==> config.mk <==
export PLATFORM = sky130hd
export DESIGN_NAME = mrs_ctrl
export DESIGN_NICKNAME = d
export VERILOG_FILES = /design/src/mrs_ctrl_pkg.sv /design/src/mrs_ctrl.sv
export VERILOG_INCLUDE_DIRS = /design/src
export SDC_FILE = /design/constraint.sdc
export NUM_CORES = 1
export LEC_CHECK = 0
export ABC_AREA = 1
export BUFFER_PORTS_ARGS = -buffer_cell sky130_fd_sc_hd__buf_2
export CORE_UTILIZATION = 52
export CTS_BUF_LIST = sky130_fd_sc_hd__clkbuf_16
export CTS_CLUSTER_SIZE = 40
export DETAILED_ROUTE_END_ITERATION = 10
export GPL_TIMING_DRIVEN = 0
export PLACE_DENSITY = 0.75
export SYNTH_ARGS = -nofsm -noshare
export SYNTH_HDL_FRONTEND = slang
export SYNTH_SLANG_ARGS = --single-unit
==> constraint.sdc <==
create_clock -name CLK_SYS_IN -period 1.7 [get_ports CLK_SYS_IN]
set_input_delay 0.085 -clock CLK_SYS_IN [delete_from_list [all_inputs] [get_ports CLK_SYS_IN]]
set_output_delay 0.085 -clock CLK_SYS_IN [all_outputs]
set_load 0.02 [all_outputs]
==> src/mrs_ctrl_defs.svh <==
`ifndef MRS_CTRL_DEFS_SVH
`define MRS_CTRL_DEFS_SVH
`define ADDR_W          14
`define REG_CTRL        4'h0
`define REG_MODE        4'h1
`define REG_EXT         4'h2
`define REG_STATUS      4'h3
`define REG_READ        4'h4
`define REG_COUNT       4'h5
`define BL_POS          0
`define BT_POS          3
`define RL_POS          4
`define RL_2            3'h2
`define RL_2P5          3'h6
`define BLC_2           3'h1
`define BLC_4           3'h2
`define BLC_8           3'h3
`define DLL_RST_BIT     8
`define EXT_DLL_DIS_BIT 0
`define BA_MODE         2'h0
`define BA_EXT          2'h1
`define DLL_LOCK_CYC    16'h00C8
`define MRS_GAP_CYC     4'h2
`define MODE_RST        14'h0022
`define EXT_RST         14'h0000
`endif

==> src/mrs_ctrl_pkg.sv <==
package mrs_ctrl_pkg;
  typedef enum logic [5:0] {
    ST_IDLE  = 6'b000001,
    ST_EXT   = 6'b000010,
    ST_DLLR  = 6'b000100,
    ST_NORM  = 6'b001000,
    ST_WAIT  = 6'b010000,
    ST_READ  = 6'b100000
  } seq_state_t;
  typedef logic [2:0] rl_code_t;
endpackage

==> src/mrs_ctrl.sv <==
// Implementation choices: the register addresses and the strobed register port.
`timescale 1ns/1ps
`include "mrs_ctrl_defs.svh"
module mrs_ctrl
  import mrs_ctrl_pkg::*;
(
  input  wire logic        CLK_SYS_IN,
  input  wire logic        RESET_IN,
  input  wire logic [3:0]  ADDR_IN,
  input  wire logic [15:0] WDATA_IN,
  input  wire logic        WR_IN,
  input  wire logic        RD_IN,
  output logic [15:0]      RDATA_OUT,
  output logic             CS_N_OUT,
  output logic             RAS_N_OUT,
  output logic             CAS_N_OUT,
  output logic             WE_N_OUT,
  output logic             CKE_OUT,
  output logic [1:0]       BA_OUT,
  output logic [13:0]      A_OUT
);
  seq_state_t  state_q;
  logic [13:0] mode_q;
  logic [13:0] ext_q;
  logic [15:0] lock_q;
  logic [3:0]  gap_q;
  logic        busy_q;
  logic        err_q;
  logic        dll_rst_seen_q;
  logic [13:0] col_q;
  logic [2:0]  word_q;
  logic        rd_pend_q;
  logic [13:0] opcode;
  logic [2:0]  start;
  logic [2:0]  blen;

  function automatic logic legal_mode(input logic [15:0] v);
    legal_mode = ((v[6:4] == `RL_2) || (v[6:4] == `RL_2P5)) &&
                 (v[2:0] >= `BLC_2) && (v[2:0] <= `BLC_8);
  endfunction

  function automatic logic [2:0] burst_len(input logic [2:0] c);
    case (c)
      `BLC_2:  burst_len = 3'h1;
      `BLC_4:  burst_len = 3'h3;
      `BLC_8:  burst_len = 3'h7;
      default: burst_len = 3'h1;
    endcase
  endfunction

  assign blen  = burst_len(mode_q[`BL_POS +: 3]);
  assign start = col_q[2:0] & blen;

  // Opcode per state; mode bits above A6 are zero save A8 on reset
  always_comb begin
    opcode = 14'h0000;
    case (state_q)
      ST_EXT:  opcode = ext_q & ~(14'h0001 << `EXT_DLL_DIS_BIT);
      ST_DLLR: opcode = {7'h00, mode_q[6:0]} | (14'h0001 << `DLL_RST_BIT);
      ST_NORM: opcode = {7'h00, mode_q[6:0]};
      default: opcode = 14'h0000;
    endcase
  end

  // Register writes
  always_ff @(posedge CLK_SYS_IN) begin
    if (RESET_IN) begin
      mode_q <= `MODE_RST;
      ext_q  <= `EXT_RST;
      err_q  <= 1'b0;
    end else if (WR_IN && ADDR_IN == `REG_MODE && !busy_q) begin
      if (legal_mode(WDATA_IN)) begin
        mode_q <= {7'h00, WDATA_IN[6:0]};
      end else begin
        err_q <= 1'b1;
      end
    end else if (WR_IN && ADDR_IN == `REG_EXT && !busy_q) begin
      ext_q <= WDATA_IN[13:0];
    end else if (WR_IN && ADDR_IN == `REG_STATUS) begin
      err_q <= 1'b0;
    end
  end

  // Sequencer: ext load, DLL reset, normal load, gap wait
  always_ff @(posedge CLK_SYS_IN) begin
    if (RESET_IN) begin
      state_q <= ST_IDLE;
      gap_q   <= 4'h0;
      lock_q  <= 16'h0000;
      busy_q  <= 1'b0;
      dll_rst_seen_q <= 1'b0;
    end else begin
      if (gap_q != 4'h0) begin
        gap_q <= gap_q - 4'h1;
      end
      if (lock_q != 16'h0000 && CKE_OUT) begin
        lock_q <= lock_q - 16'h0001;
      end
      case (state_q)
        ST_IDLE: begin
          if (WR_IN && ADDR_IN == `REG_CTRL && WDATA_IN[0] && !rd_pend_q) begin
            state_q <= ST_EXT;
            busy_q  <= 1'b1;
          end else if (WR_IN && ADDR_IN == `REG_READ && lock_q == 16'h0000) begin
            state_q <= ST_READ;
          end
        end
        ST_EXT: if (gap_q == 4'h0) begin
          state_q <= ST_DLLR;
          gap_q   <= `MRS_GAP_CYC;
          lock_q  <= `DLL_LOCK_CYC;
        end
        ST_DLLR: if (gap_q == 4'h0) begin
          state_q <= ST_NORM;
          gap_q   <= `MRS_GAP_CYC;
          dll_rst_seen_q <= 1'b1;
        end
        ST_NORM: if (gap_q == 4'h0) begin
          state_q <= ST_WAIT;
          gap_q   <= `MRS_GAP_CYC;
          dll_rst_seen_q <= 1'b0;
        end
        ST_WAIT: if (gap_q == 4'h0) begin
          state_q <= ST_IDLE;
          busy_q  <= 1'b0;
        end
        ST_READ: state_q <= ST_IDLE;
        default: state_q <= ST_IDLE;
      endcase
    end
  end

  // Read column capture and burst word walk
  always_ff @(posedge CLK_SYS_IN) begin
    if (RESET_IN) begin
      col_q     <= 14'h0000;
      word_q    <= 3'h0;
      rd_pend_q <= 1'b0;
    end else if (state_q == ST_IDLE && WR_IN && ADDR_IN == `REG_READ && lock_q == 16'h0000) begin
      col_q     <= WDATA_IN[13:0] & 14'h0BFF;
      word_q    <= 3'h0;
      rd_pend_q <= 1'b1;
    end else if (rd_pend_q) begin
      word_q <= word_q + 3'h1;
      if ((word_q & blen) == blen) begin
        rd_pend_q <= 1'b0;
      end
    end
  end

  // Pin drive from flops
  always_ff @(posedge CLK_SYS_IN) begin
    if (RESET_IN) begin
      CS_N_OUT  <= 1'b1;
      RAS_N_OUT <= 1'b1;
      CAS_N_OUT <= 1'b1;
      WE_N_OUT  <= 1'b1;
      CKE_OUT   <= 1'b0;
      BA_OUT    <= 2'h0;
      A_OUT     <= 14'h0000;
    end else begin
      CKE_OUT   <= 1'b1;
      CS_N_OUT  <= 1'b1;
      RAS_N_OUT <= 1'b1;
      CAS_N_OUT <= 1'b1;
      WE_N_OUT  <= 1'b1;
      A_OUT     <= 14'h0000;
      BA_OUT    <= 2'h0;
      if ((state_q == ST_EXT || state_q == ST_DLLR || state_q == ST_NORM)
          && gap_q == 4'h0) begin
        CS_N_OUT  <= 1'b0;
        RAS_N_OUT <= 1'b0;
        CAS_N_OUT <= 1'b0;
        WE_N_OUT  <= 1'b0;
        A_OUT     <= opcode;
        BA_OUT    <= (state_q == ST_EXT) ? `BA_EXT : `BA_MODE;
      end else if (state_q == ST_READ) begin
        CS_N_OUT  <= 1'b0;
        CAS_N_OUT <= 1'b0;
        A_OUT     <= {col_q[13:3], col_q[2:0]} & ~14'h0400;
      end
    end
  end

  // Current burst column: sequential add or interleaved xor
  logic [2:0] cur_lo;
  always_comb begin
    if (mode_q[`BT_POS]) begin
      cur_lo = start ^ (word_q & blen);
    end else begin
      cur_lo = (start + (word_q & blen)) & blen;
    end
  end

  // Register reads, data one cycle later
  always_ff @(posedge CLK_SYS_IN) begin
    if (RESET_IN) begin
      RDATA_OUT <= 16'h0000;
    end else if (RD_IN) begin
      case (ADDR_IN)
        `REG_MODE:   RDATA_OUT <= {2'h0, mode_q};
        `REG_EXT:    RDATA_OUT <= {2'h0, ext_q};
        `REG_STATUS: RDATA_OUT <= {10'h000, cur_lo, rd_pend_q, err_q, busy_q}
                                  >> 0;
        `REG_COUNT:  RDATA_OUT <= lock_q;
        `REG_READ:   RDATA_OUT <= {2'h0, (col_q & ~{11'h000, blen}) | {11'h000, cur_lo}};
        default:     RDATA_OUT <= 16'h0000;
      endcase
    end else begin
      RDATA_OUT <= 16'h0000;
    end
  end

  always_ff @(posedge CLK_SYS_IN) begin
    if (!RESET_IN && state_q == ST_DLLR && gap_q == 4'h0) begin
      assert (lock_q != 16'h0000) else $error("lock count not armed");
    end
  end
endmodule

==> impl_metrics.env <==
export IMPL_status="finished, violations left"
export IMPL_violations="negative hold slack, negative setup slack"
export IMPL_max_cap_violations=0
export IMPL_setup_viol=2
export IMPL_clockRootBuffer="clkbuf_16"
export IMPL_hold_start="WDATA_IN[9]"
export IMPL_critPathCaptureType="flop"
export IMPL_met1_length_microns=5022
export IMPL_start_util=0.5421
export IMPL_nNetsFinal=718
export IMPL_io_pins=61
export IMPL_die_height_microns=94.79
export IMPL_fin_util=0.6383
export IMPL_synth_edf_count=0
export IMPL_post_route_min_period_ns=1.767
export IMPL_peakVddDrop_v=0.0004719
export IMPL_dr_total_vias=4388
export IMPL_ys_async_sr_fraction=0
export IMPL_met2_length_microns=5740
export IMPL_route_detailed_drc=0
export IMPL_worst_pin_slew_ns=0.6161
export IMPL_yosysSeqAreaShare=0.4382
export IMPL_startpoint="mode_q[2]"
export IMPL_grt_max_degree=19
export IMPL_p_leak_uw=0.002380
export IMPL_grt_pass1_vias=3944
export IMPL_rsz0062_at_grt="yes"
export IMPL_worstRegToRegCells=12
export IMPL_fp_dieW_microns=94.79
export IMPL_first_pass_iters=5
export IMPL_route_top_layer_used="met4"
export IMPL_r2r_slack_ns=-0.07
export IMPL_area_growth_pct=17.75
export IMPL_routed_via_density=5.513
export IMPL_max_stage_delay_ns=0.43
export IMPL_yosys_most_used_dff="dfxtp_1"
export IMPL_cts_hold_buf=0
export IMPL_whs_path_depth=3
export IMPL_wl_met3_microns=1033
export IMPL_netlist_instances=614
export IMPL_critPathKind="reg2reg"
export IMPL_finalHoldViolCount=2
export IMPL_yosysTopAreaCell="dfxtp_1"
export IMPL_synth_area_leaders="dfxtp_1 (44%), nand2_1 (9.9%), nor2_1 (7.6%)"
export IMPL_yosys_warnings=0
export IMPL_post_dp_hpwl_microns=8818
export IMPL_grt_total_usage=0.2841
export IMPL_dieArea_sq_um=8984
export IMPL_synth_most_common_cell="nand2_1"
export IMPL_clk_pin_slew_ns=0.07
export IMPL_grt_pass1_wl_microns=19200
export IMPL_finalCritPeriodShare=1.040
export IMPL_synthTopCellsByCount="nand2_1 (118), dfxtp_1 (98), nor2_1 (91)"
export IMPL_skew_ns=0.01195
export IMPL_crit_chain="inv_2 > nand2_4 > nor2_4 > fa_1 > nand2_1 > nand2_1 > o21ai_2 > nor2_2 > nor2_1 > nand3_1 > nand2_1 > inv_1"
export IMPL_hold_slack_ns=-0.003510
export IMPL_path_common_cell="nand2_1"
export IMPL_critPathMaxFanout=3
export IMPL_numCtsBuffers=9
export IMPL_num_antenna_cells=0
export IMPL_gp_congestion=0.9239
export IMPL_cp_required_ns=1.95
export IMPL_setup_ws_ns=-0.06727
export IMPL_worstSetupStartpointType="flop"
export IMPL_cpMaxStageDelayCell="fa_1"
export IMPL_reg2reg_from="mode_q[2]"
export IMPL_core_area_sq_um=8258
export IMPL_clkLatencyLatePin_ns=0.35
export IMPL_rows=33
export IMPL_syn_cell_area_sq_um=4477
export IMPL_ant_nets=0
export IMPL_cts_buffer_depth=2
export IMPL_arrival_ns=2.01
export IMPL_htreeDepth=3
export IMPL_wl_per_cell_microns=15.29
export IMPL_setup_tns_ns=-0.1019
export IMPL_max_freq_mhz=565.8
export IMPL_mappedNetlistNets=646
export IMPL_drv_slew=0
export IMPL_cts_tree="yes"
export IMPL_clkSinkCount=98
export IMPL_synth_top_area_share=0.4382
export IMPL_p_per_area_nw_per_um2=1081
export IMPL_antenna_found_initial=0
export IMPL_ys_seq_elements=98
export IMPL_drt_wl_total_microns=12170
export IMPL_fillers=733
export IMPL_grt_overflow=0
export IMPL_layout_drive_gt1_share=0.2098
export IMPL_port_buffers=57
export IMPL_max_slew_margin=0.5893
export IMPL_min_path_type="in2reg"
export IMPL_syn_avg_cell_area_sq_um=7.291
export IMPL_yosys_cell_types_count=42
export IMPL_drt_iter0_drc=362
-- layer usage --
metal  global-route usage  up-vias
met5                    0        -
met4               0.1174        0
met3              0.04670       27
met2               0.4730      219
met1               0.3633     2020
li1                     -     2122
-- layout make-up --
type                            count  area [sq um]  area share
Buffer                             17         102.6     0.01946
Clock buffer                        9         225.2     0.04272
Clock inverter                      7         62.56     0.01187
Inverter                           82         310.3     0.05887
Multi-Input combinational cell    417          2156      0.4090
Sequential cell                    98          1968      0.3734
Tap cell                          105         131.4     0.02492
Timing Repair Buffer               61         315.3     0.05981
-- critical path: cells and delay by family, from the launching register on --
family | cells | cell delay, ns
fa+ha+maj | 1 | 0.43
compound gates | 1 | 0.10
simple gates | 8 | 0.68
flops | 1 | 0.34
buf+inv | 2 | 0.12
-- where the power goes --
| part | total, uW | switching (uW) | internal [uW] |
|---|---|---|---|
| Sequential | 2550 | 130 | 2420 |
| Clock | 1950 | 939 | 1020 |
| Combinational | 1190 | 783 | 407 |
| Total | 5700 | 1850 | 3840 |
-- per-stage QoR --
stage,setup WS [ns],instances,hold WS (ns),total power (uW),cell area (sq um)
after CTS,0.01117,794,0.001863,5649,5228
final,-0.06727,796,-0.003510,5697,5271
after detailed placement,-0.1513,776,0.3437,3742,4893
after floorplan,0.1001,614,0.2154,3438,4477
after global placement,-0.1271,776,0.3237,3696,4893
after global routing,-0.1491,796,0.01596,5965,5271
-- kinds of logic after synthesis --
family                   synth area share
AND/OR/NAND/NOR                    0.2747
flip-flops                         0.4382
buffers and inverters             0.09223
AO/OA/AOI/OAI                      0.1465
other                           0.0008377
XOR/XNOR                          0.02348
adder cells (fa/ha/maj)           0.02404
-- sequential cells by signal, indices dropped and copies added (netlist names) --
| signal | flops |
|---|---|
| RDATA_OUT | 16 |
| lock_q | 16 |
| A_OUT | 14 |
| ext_q | 14 |
| col_q | 11 |
| mode_q | 7 |
| state_q | 6 |
| gap_q | 4 |
| word_q | 3 |
| BA_OUT | 1 |
| CAS_N_OUT | 1 |
| CKE_OUT | 1 |
| WE_N_OUT | 1 |
| busy_q | 1 |
| err_q | 1 |
| rd_pend_q | 1 |
-- cells in the final DEF (no fill, tap or decap), types with 7 or more instances in the layout --
cell and count:
nand3_1 21, buf_2 61, a21oi_1 40, o21ai_1 22, nor2_1 86, inv_1 69
nand2_2 8, o21ai_0 31, nor2_2 12, xor2_1 9, buf_4 9, inv_2 12
nand4_1 7, dfxtp_1 93, nor3_1 7, o22ai_1 12, clkbuf_16 9, nand2_1 114
-- what timing repair did --
action | in CTS | in global routing
setup endpoints to repair | 3 | 44
pin swaps | 2 | 5
resized for setup | 12 | 14
setup buffers | 2 | 2
-- path summary, 6_finish.rpt --
check / end
worst max-delay path: RDATA_OUT[4]
worst max register to register: RDATA_OUT[4]
worst min-delay path: col_q[9]
worst min register to register: A_OUT[12]
No activity file was read; power rests on OpenSTA's default activity.
